`config.mk`:
```
export PLATFORM = sky130hd
export DESIGN_NAME = drive_output_level_detectors
export DESIGN_NICKNAME = d
export VERILOG_FILES = /design/src/rtl/level_detect_pkg.sv /design/src/rtl/persist_timer.sv /design/src/rtl/drive_output_level_detectors.sv
export SDC_FILE = /design/constraint.sdc
export NUM_CORES = 2
export LEC_CHECK = 0
export BUFFER_PORTS_ARGS = -buffer_cell sky130_fd_sc_hd__buf_2
export CAP_MARGIN = 15
export CORE_ASPECT_RATIO = 1.25
export CORE_MARGIN = 4
export CORE_UTILIZATION = 36
export CTS_BUF_LIST = sky130_fd_sc_hd__clkbuf_16
export CTS_CLUSTER_DIAMETER = 50
export CTS_CLUSTER_SIZE = 30
export DETAILED_ROUTE_END_ITERATION = 7
export PLACE_DENSITY = 0.51
export SYNTH_ARGS = -nofsm -noshare
export SYNTH_HDL_FRONTEND = slang
export SYNTH_HIERARCHICAL = 1
export SYNTH_SLANG_ARGS = --single-unit
```
`constraint.sdc`:
```
create_clock -name clock -period 17.5 [get_ports clock]
set_clock_uncertainty 0.1 [all_clocks]
set_input_delay 3.5 -clock clock [delete_from_list [all_inputs] [get_ports clock]]
set_output_delay 3.5 -clock clock [all_outputs]
set_load 0.01 [all_outputs]
```
`src/rtl/level_detect_pkg.sv`:
```
// Constants for the drive output level detectors: register map, resets, limits, timing.
// Assumes a 200 MHz system clock and a 16-bit register port.
package level_detect_pkg;

  // Register offsets
  localparam logic [15:0] OFF_DO_SELECT       = 16'h0A01;
  localparam logic [15:0] OFF_RELAY_SELECT    = 16'h0A02;
  localparam logic [15:0] OFF_FREQ_CENTRE     = 16'h0A19;
  localparam logic [15:0] OFF_FREQ_AMPLITUDE  = 16'h0A1A;
  localparam logic [15:0] OFF_ZERO_LEVEL      = 16'h0A1D;
  localparam logic [15:0] OFF_ZERO_DELAY      = 16'h0A1E;
  localparam logic [15:0] OFF_OVER_THRESHOLD  = 16'h0A1F;
  localparam logic [15:0] OFF_OVER_DELAY      = 16'h0A20;
  localparam logic [15:0] OFF_IRQ_STATUS      = 16'h0B00;
  localparam logic [15:0] OFF_IRQ_MASK        = 16'h0B01;
  localparam logic [15:0] OFF_FLAG_STATE      = 16'h0B02;

  // Reset values (frequency 0.01 Hz, percent 0.1 %, delay 0.01 s)
  localparam logic [15:0] RST_DO_SELECT       = 16'h0002;
  localparam logic [15:0] RST_RELAY_SELECT    = 16'h0008;
  localparam logic [15:0] RST_FREQ_CENTRE     = 16'h1388;
  localparam logic [15:0] RST_FREQ_AMPLITUDE  = 16'h0000;
  localparam logic [15:0] RST_ZERO_LEVEL      = 16'h0032;
  localparam logic [15:0] RST_ZERO_DELAY      = 16'h000A;
  localparam logic [15:0] RST_OVER_THRESHOLD  = 16'h07D0;
  localparam logic [15:0] RST_OVER_DELAY      = 16'h0001;
  localparam logic [2:0]  RST_IRQ_MASK        = 3'h0;

  // Accepted ranges
  localparam logic [15:0] MAX_SELECT          = 16'h0023;
  localparam logic [15:0] MAX_PERCENT_100     = 16'h03E8;
  localparam logic [15:0] MAX_PERCENT_300     = 16'h0BB8;
  localparam logic [15:0] MIN_ZERO_DELAY      = 16'h0001;
  localparam logic [15:0] MAX_DELAY           = 16'hEA60;
  localparam logic [31:0] PERCENT_SCALE       = 32'h0000_03E8;

  // Function selector codes
  localparam logic [15:0] SEL_ZERO_CURRENT    = 16'h0007;
  localparam logic [15:0] SEL_ANY_FREQUENCY   = 16'h0016;
  localparam logic [15:0] SEL_OVERCURRENT     = 16'h001E;

  // Flag bit positions in status, mask and state registers
  localparam int FLAG_ANY_FREQUENCY = 0;
  localparam int FLAG_ZERO_CURRENT  = 1;
  localparam int FLAG_OVERCURRENT   = 2;
  localparam int FLAG_COUNT         = 3;

  // Timing: one delay unit is 10 ms
  localparam int CLOCK_MHZ     = 200;
  localparam int DELAY_UNIT_US = 10000;
  localparam int TICK_CYCLES   = DELAY_UNIT_US * CLOCK_MHZ;

endpackage

```
`src/rtl/persist_timer.sv`:
```
// Persistence timer: flag rises once a condition has held longer than a delay.
// Assumes cond and delay come from logic on the same clock.
`timescale 1ns/100ps
module persist_timer #(
  parameter int TICK_CYCLES = level_detect_pkg::TICK_CYCLES
) (
  input  wire logic        clock,
  input  wire logic        rst,
  input  wire logic        cond,
  input  wire logic [15:0] delay,
  output logic             flag
);

  localparam int SW = (TICK_CYCLES > 1) ? $clog2(TICK_CYCLES) : 1;
  localparam logic [SW-1:0] SUB_LAST = SW'(TICK_CYCLES - 1);

  if (TICK_CYCLES < 1) begin : g_check
    $error("persist_timer: TICK_CYCLES must be at least 1");
  end

  logic [SW-1:0] sub;
  logic [16:0]   ticks;
  logic [SW-1:0] next_sub;
  logic [16:0]   next_ticks;
  logic          next_flag;

  always_comb begin
    next_sub   = '0;
    next_ticks = '0;
    next_flag  = 1'b0;
    if (cond) begin
      next_ticks = ticks;
      if (sub == SUB_LAST) begin
        next_sub = '0;
        if (ticks != 17'h1FFFF) begin
          next_ticks = ticks + 17'h00001;
        end
      end else begin
        next_sub = sub + SW'(1);
      end
      next_flag = next_ticks > {1'b0, delay}; // [RULE_07] [RULE_10]
    end
  end // [RULE_12]

  always_ff @(posedge clock or posedge rst) begin
    if (rst) begin
      sub   <= '0;
      ticks <= '0;
      flag  <= 1'b0;
    end else begin
      sub   <= next_sub;
      ticks <= next_ticks;
      flag  <= next_flag;
    end
  end
endmodule

```
`src/rtl/drive_output_level_detectors.sv`:
```
// Frequency-window and current-level detectors with routing to output and relay.
// Assumes measured values and the maximum-frequency setting come from logic on clock.
//
// Notes on behaviour
// [RULE_01] Any-frequency flag is high while frequency lies in centre plus or minus amplitude.
// [RULE_02] Amplitude equals maximum frequency times amplitude percentage.
// [RULE_03] Centre accepted from zero to maximum frequency, resets to 50.00 Hz.
// [RULE_04] Amplitude percentage accepted from 0.0 to 100.0 percent, resets to zero.
// [RULE_05] Selector code 22 routes the any-frequency flag.
// [RULE_06] Current is low at or below zero level; default 5.0, range 0.0-300.0 percent.
// [RULE_07] Zero flag rises after low current outlasts delay; default 0.10 s, 0.01-600 s.
// [RULE_08] Selector code 7 routes the zero-current flag.
// [RULE_09] Current is over limit above threshold, default 200.0 percent.
// [RULE_10] Over flag rises after over-limit outlasts delay; default 0.01 s, 0-600 s.
// [RULE_11] Selector code 30 routes the overcurrent flag.
// [RULE_12] Delayed flags drop and timers restart when their condition ends.
// [RULE_13] Output terminal and relay each follow their own selector independently.
`timescale 1ns/100ps
module drive_output_level_detectors #(
  parameter int TICK_CYCLES = level_detect_pkg::TICK_CYCLES
) (
  input  wire logic        clock,
  input  wire logic        rst,
  input  wire logic [15:0] addr,
  input  wire logic [15:0] wr_data,
  input  wire logic        wr_en,
  input  wire logic        rd_en,
  output logic      [15:0] rd_data,
  input  wire logic [15:0] operating_frequency,
  input  wire logic [15:0] output_current,
  input  wire logic [15:0] maximum_frequency_setting,
  output logic             do_out,
  output logic             relay_out,
  output logic             irq
);

  localparam int NF = level_detect_pkg::FLAG_COUNT;

  if (TICK_CYCLES < 1) begin : g_check
    $error("drive_output_level_detectors: TICK_CYCLES must be at least 1");
  end

  // Configuration registers
  logic [15:0]   do_select;
  logic [15:0]   relay_select;
  logic [15:0]   freq_centre;
  logic [15:0]   freq_amplitude;
  logic [15:0]   zero_level;
  logic [15:0]   zero_delay;
  logic [15:0]   over_threshold;
  logic [15:0]   over_delay;
  logic [NF-1:0] irq_status;
  logic [NF-1:0] irq_mask;
  logic [15:0]   next_do_select;
  logic [15:0]   next_relay_select;
  logic [15:0]   next_freq_centre;
  logic [15:0]   next_freq_amplitude;
  logic [15:0]   next_zero_level;
  logic [15:0]   next_zero_delay;
  logic [15:0]   next_over_threshold;
  logic [15:0]   next_over_delay;
  logic [NF-1:0] next_irq_status;
  logic [NF-1:0] next_irq_mask;
  logic [15:0]   next_rd_data;

  // Detector state
  logic [15:0]   amplitude;
  logic          in_window;
  logic          low_current;
  logic          high_current;
  logic          zero_flag;
  logic          over_flag;
  logic [NF-1:0] flags;
  logic [NF-1:0] flags_prev;
  logic [15:0]   next_amplitude;
  logic          next_in_window;
  logic          next_low_current;
  logic          next_high_current;
  logic [31:0]   amp_product;
  logic [16:0]   win_high;
  logic [16:0]   win_low;

  // Output state
  logic          next_do_out;
  logic          next_relay_out;

  function automatic logic route(input logic [15:0] sel, input logic [NF-1:0] f);
    logic r;
    r = 1'b0;
    case (sel)
      level_detect_pkg::SEL_ANY_FREQUENCY: r = f[level_detect_pkg::FLAG_ANY_FREQUENCY];
      level_detect_pkg::SEL_ZERO_CURRENT:  r = f[level_detect_pkg::FLAG_ZERO_CURRENT];
      level_detect_pkg::SEL_OVERCURRENT:   r = f[level_detect_pkg::FLAG_OVERCURRENT];
      default:                             r = 1'b0;
    endcase
    return r;
  endfunction // [RULE_05] [RULE_08] [RULE_11]

  // Register writes, interrupt status and read data
  always_comb begin
    next_do_select      = do_select;
    next_relay_select   = relay_select;
    next_freq_centre    = freq_centre;
    next_freq_amplitude = freq_amplitude;
    next_zero_level     = zero_level;
    next_zero_delay     = zero_delay;
    next_over_threshold = over_threshold;
    next_over_delay     = over_delay;
    next_irq_mask       = irq_mask;
    next_irq_status     = irq_status;
    next_rd_data        = 16'h0000;
    if (wr_en) begin
      unique case (addr)
        level_detect_pkg::OFF_DO_SELECT: begin
          if (wr_data <= level_detect_pkg::MAX_SELECT) begin
            next_do_select = wr_data;
          end
        end
        level_detect_pkg::OFF_RELAY_SELECT: begin
          if (wr_data <= level_detect_pkg::MAX_SELECT) begin
            next_relay_select = wr_data;
          end
        end
        level_detect_pkg::OFF_FREQ_CENTRE: begin
          if (wr_data <= maximum_frequency_setting) begin
            next_freq_centre = wr_data; // [RULE_03]
          end
        end
        level_detect_pkg::OFF_FREQ_AMPLITUDE: begin
          if (wr_data <= level_detect_pkg::MAX_PERCENT_100) begin
            next_freq_amplitude = wr_data; // [RULE_04]
          end
        end
        level_detect_pkg::OFF_ZERO_LEVEL: begin
          if (wr_data <= level_detect_pkg::MAX_PERCENT_300) begin
            next_zero_level = wr_data; // [RULE_06]
          end
        end
        level_detect_pkg::OFF_ZERO_DELAY: begin
          if (wr_data >= level_detect_pkg::MIN_ZERO_DELAY &&
              wr_data <= level_detect_pkg::MAX_DELAY) begin
            next_zero_delay = wr_data; // [RULE_07]
          end
        end
        level_detect_pkg::OFF_OVER_THRESHOLD: begin
          if (wr_data <= level_detect_pkg::MAX_PERCENT_300) begin
            next_over_threshold = wr_data; // [RULE_09]
          end
        end
        level_detect_pkg::OFF_OVER_DELAY: begin
          if (wr_data <= level_detect_pkg::MAX_DELAY) begin
            next_over_delay = wr_data; // [RULE_10]
          end
        end
        level_detect_pkg::OFF_IRQ_STATUS: begin
          next_irq_status = irq_status & ~wr_data[NF-1:0];
        end
        level_detect_pkg::OFF_IRQ_MASK: begin
          next_irq_mask = wr_data[NF-1:0];
        end
        default: begin
        end
      endcase
    end
    // Rising flags set status; set wins over a same-cycle clear
    next_irq_status = next_irq_status | (flags & ~flags_prev);
    if (rd_en) begin
      unique case (addr)
        level_detect_pkg::OFF_DO_SELECT:      next_rd_data = do_select;
        level_detect_pkg::OFF_RELAY_SELECT:   next_rd_data = relay_select;
        level_detect_pkg::OFF_FREQ_CENTRE:    next_rd_data = freq_centre;
        level_detect_pkg::OFF_FREQ_AMPLITUDE: next_rd_data = freq_amplitude;
        level_detect_pkg::OFF_ZERO_LEVEL:     next_rd_data = zero_level;
        level_detect_pkg::OFF_ZERO_DELAY:     next_rd_data = zero_delay;
        level_detect_pkg::OFF_OVER_THRESHOLD: next_rd_data = over_threshold;
        level_detect_pkg::OFF_OVER_DELAY:     next_rd_data = over_delay;
        level_detect_pkg::OFF_IRQ_STATUS:     next_rd_data = {{(16-NF){1'b0}}, irq_status};
        level_detect_pkg::OFF_IRQ_MASK:       next_rd_data = {{(16-NF){1'b0}}, irq_mask};
        level_detect_pkg::OFF_FLAG_STATE:     next_rd_data = {{(16-NF){1'b0}}, flags};
        default:                              next_rd_data = 16'h0000;
      endcase
    end
  end

  always_ff @(posedge clock or posedge rst) begin
    if (rst) begin
      do_select      <= level_detect_pkg::RST_DO_SELECT;
      relay_select   <= level_detect_pkg::RST_RELAY_SELECT;
      freq_centre    <= level_detect_pkg::RST_FREQ_CENTRE;
      freq_amplitude <= level_detect_pkg::RST_FREQ_AMPLITUDE;
      zero_level     <= level_detect_pkg::RST_ZERO_LEVEL;
      zero_delay     <= level_detect_pkg::RST_ZERO_DELAY;
      over_threshold <= level_detect_pkg::RST_OVER_THRESHOLD;
      over_delay     <= level_detect_pkg::RST_OVER_DELAY;
      irq_status     <= '0;
      irq_mask       <= level_detect_pkg::RST_IRQ_MASK;
      rd_data        <= 16'h0000;
    end else begin
      do_select      <= next_do_select;
      relay_select   <= next_relay_select;
      freq_centre    <= next_freq_centre;
      freq_amplitude <= next_freq_amplitude;
      zero_level     <= next_zero_level;
      zero_delay     <= next_zero_delay;
      over_threshold <= next_over_threshold;
      over_delay     <= next_over_delay;
      irq_status     <= next_irq_status;
      irq_mask       <= next_irq_mask;
      rd_data        <= next_rd_data;
    end
  end

  assign irq = |(irq_status & irq_mask);

  // Comparators
  always_comb begin
    amp_product       = 32'({16'h0000, maximum_frequency_setting} * {16'h0000, freq_amplitude});
    next_amplitude    = 16'(amp_product / level_detect_pkg::PERCENT_SCALE); // [RULE_02]
    win_high          = {1'b0, freq_centre} + {1'b0, amplitude};
    win_low           = (amplitude > freq_centre) ? 17'h00000
                        : ({1'b0, freq_centre} - {1'b0, amplitude});
    next_in_window    = ({1'b0, operating_frequency} >= win_low) &&
                        ({1'b0, operating_frequency} <= win_high); // [RULE_01]
    next_low_current  = output_current <= zero_level; // [RULE_06]
    next_high_current = output_current > over_threshold; // [RULE_09]
  end

  always_ff @(posedge clock or posedge rst) begin
    if (rst) begin
      amplitude    <= 16'h0000;
      in_window    <= 1'b0;
      low_current  <= 1'b0;
      high_current <= 1'b0;
      flags_prev   <= '0;
    end else begin
      amplitude    <= next_amplitude;
      in_window    <= next_in_window;
      low_current  <= next_low_current;
      high_current <= next_high_current;
      flags_prev   <= flags;
    end
  end

  persist_timer #(
    .TICK_CYCLES (TICK_CYCLES)
  ) u_zero_timer (
    .clock (clock),
    .rst   (rst),
    .cond  (low_current),
    .delay (zero_delay),
    .flag  (zero_flag)
  ); // [RULE_07]

  persist_timer #(
    .TICK_CYCLES (TICK_CYCLES)
  ) u_over_timer (
    .clock (clock),
    .rst   (rst),
    .cond  (high_current),
    .delay (over_delay),
    .flag  (over_flag)
  ); // [RULE_10]

  always_comb begin
    flags = '0;
    flags[level_detect_pkg::FLAG_ANY_FREQUENCY] = in_window;
    flags[level_detect_pkg::FLAG_ZERO_CURRENT]  = zero_flag;
    flags[level_detect_pkg::FLAG_OVERCURRENT]   = over_flag;
    next_do_out    = route(do_select, flags); // [RULE_13]
    next_relay_out = route(relay_select, flags); // [RULE_13]
  end

  always_ff @(posedge clock or posedge rst) begin
    if (rst) begin
      do_out    <= 1'b0;
      relay_out <= 1'b0;
    end else begin
      do_out    <= next_do_out;
      relay_out <= next_relay_out;
    end
  end
endmodule

```
==> qor.txt <==
Fin nets: 4,950
Total Wirelength: 103,000 um
Layout Area Growth over Synthesis: 31.4%
Slew margin rel.: 28.7%
First-pass GRT wire length: 166,000 um
Number of CTS-inserted buffers: 21
Cell family contributing the most delay on the critical path: compound AO/OA/AOI/OAI gates
VDD IR-drop max: 67.8 uV
Part of the power in the clock network: 43.6%
Register area: 6330 um^2
Post-synth top flop: dfrtp_1
Yosys Warn Count: 6
Largest net degree at the start of global routing: 66
DRC violation count after routing: 0
Hold Crit Class: reg2reg
RSZ-0062 raised after global routing: yes
Placed insts: 5,490
Routed vias/inst: 5.33
Switch share: 28.1%
I/O Pins: 103
Fillers: 8,494
CTS root buffer: clkbuf_16
WS Path Type: in2reg
Synth cell types: 150
Leakage: 19.5 nW
Setup TNS: -16.70 ns
Ys async rst share: 100%
Worst EP arrival: 21.76 ns
Pwr Density: 29.6 nW/um^2
Number of synthesized flops with an enable pin: 0
Final setup viols: 8
Clock Latency Late Sink: 0.55 ns
Vias in the first global route: 30,600
Cell mode on critical path: buf_4
Synthesis-stage register bit count: 252
Post-DRT Antenna Nets: 0
CTS tree: done
Slowest Stage Delay on Critical Path: 0.55 ns
Bufs and invs on worst path: 23
All-Layer GR Usage: 21.9%
Startpoint Class: input pin
Multi-input gate area: 25,100 um^2
GP Congestion: 0.905
Critical Path RT: 17.87 ns
Cells after Synth: 3,694
Violated checks: setup timing
Outcome: complete, but fails checks
Row cnt: 121
Htree depth: 1
Non-filler instance count after layout: 5,603
Pre-CTS setup slack: -5.23 ns
R2r worst-path depth: 78
Final Hold Vio Count: 0
Die Width: 273 um
Internal power: 0.881 mW
Maximum clock frequency: 0.0468 GHz
PortBufs: 102
Worst setup EP type: flip-flop
Clk buf depth: 3
Worst-path clk slew: 0.09 ns
Syn_nets: 4,226
Clock sinks: 252
Power Total: 1.23 mW
Antenna violations before repair: 6
P_sw: 0.344 mW
Final worst-path cycle share: 122%
Post-DP HPWL: 84,000 um
Die Area: 92,400 um^2
Synth Cell Area: 31,500 um^2
Combinational Power Share: 7.9%
Max Cap Viol: 0
WHS Path Cells: 1
Stages on worst setup path: 81
CP Max Fanout: 11
DR pass1 iterations: 6
Initial Util: 36.2%
Count of pins over their slew limit: 0
Seq pwr share: 48.5%
Core area: 87,100 um^2
Total grt overflow: 0
DR iter-0 viols: 1,615
Minimum clock period: 21.39 ns
Layout cell share with drive strength beyond 1: 31.2%
DR vias: 29,900
Mean Syn Cell Area: 8.54 um^2
Seq/Total Area, Yosys: 20.1%
DR WL/cell: 18.4 um
CP max-delay cell: or4_1
Die height: 339 um
Hold buffers post-CTS: 0
Worst Slack Setup Final: -3.89 ns
Finished Core Util: 47.6%
Worst-Margin Slew: 1.06 ns
## timing repair
action / in CTS / in global routing
resized for setup: 253 / 108
setup buffers: 57 / 20
pin swaps: 110 / 59
endpoints found under the setup margin: 9 / 9
gates cloned: 0 / 0
## per-stage QoR
stage | instance area, um^2 | hold WS (ns)
CTS | 40700 | 0.309
global route | 41400 | 0.316
floorplan | 32100 | 0.274
detailed placement | 38400 | 0.315
global placement | 38400 | 0.301
finish | 41400 | 0.308
## area by class of cell
type / count / area share (%)
Antenna cell: 2 / 0.0121
Clock buffer: 21 / 1.27
Clock inverter: 17 / 0.610
Inverter: 353 / 3.23
Multi-Input combinational cell: 2942 / 60.6
Sequential cell: 252 / 15.3
Tap cell: 1168 / 3.53
Timing Repair Buffer: 848 / 15.4
## path summary, 6_finish.rpt
path,endpoint,from,slack (ns)
worst max register to register,amplitude[0],freq_amplitude[1],-1.46
worst min-delay path,irq_status[1],flags_prev[1],0.31
worst max-delay path,amplitude[0],maximum_frequency_setting[3],-3.89
min in group asynchronous,over_delay[12],rst,2.96
worst min register to register,irq_status[1],flags_prev[1],0.31
max in group asynchronous,amplitude[6],rst,13.04
## cell usage after synthesis (56+ instances only)
master	number	area, um^2
fa_1	196	3920
ha_1	252	3150
inv_1	346	1300
nand2_1	387	1450
a21oi_1	156	781
o21ai_0	148	741
nor3_1	63	315
nor2_1	248	931
nand4_1	71	444
and2_1	203	1270
a31oi_1	56	350
dfrtp_1	233	5830
mux2_2	71	800
clkbuf_1	103	387
xnor2_1	100	876
xor2_1	61	534
nand3_1	92	460
## kinds of logic after synthesis
logic type,after synthesis,share of synthesized area (%)
flops,252,20.1
simple gates,1346,22.2
fa+ha+maj,449,22.5
compound gates,855,19.8
buf+inv,500,6.33
mux,125,4.34
xor+xnor,167,4.82
## cells in the final DEF (no fill, tap or decap), types with 71 or more instances in the layout
cell type / count
nand3_1: 85
nor2_1: 240
xnor2_1: 89
nand2_1: 368
nand4_1: 71
dfrtp_1: 233
ha_1: 239
buf_2: 89
inv_1: 340
o21ai_0: 138
and2_1: 191
buf_4: 716
fa_1: 182
a21oi_1: 130
## power by group through the flow
| stage | clock network, mW | logic [mW] | registers, mW |
|---|---|---|---|
| floorplan | 0 | 0.0465 | 0.603 |
| global placement | 0 | 0.0924 | 0.605 |
| detailed placement | 0 | 0.0931 | 0.605 |
| CTS | 0.549 | 0.0981 | 0.594 |
| global route | 0.568 | 0.108 | 0.595 |
| finish | 0.534 | 0.0972 | 0.594 |
## sequential cells by signal (all words and copies together), names as in the netlist, 3 cells and up
register / flops
u_over_timer/sub: 21
u_zero_timer/sub: 21
u_over_timer/ticks: 17
u_zero_timer/ticks: 17
amplitude: 16
do_select: 16
freq_amplitude: 16
freq_centre: 16
over_delay: 16
over_threshold: 16
rd_data: 16
relay_select: 16
zero_delay: 16
zero_level: 16
flags_prev: 3
irq_mask: 3
irq_status: 3
## per-layer routing
layer | global-route usage (%) | wire length, um | vias to the layer above
li1 | - | - | 14500
met1 | 27.5 | 43600 | 14600
met2 | 39.6 | 52100 | 605
met3 | 1.56 | 3730 | 163
met4 | 7.32 | 3800 | 6
met5 | 0 | 48 | -
No activity file was read; power rests on OpenSTA's default activity.
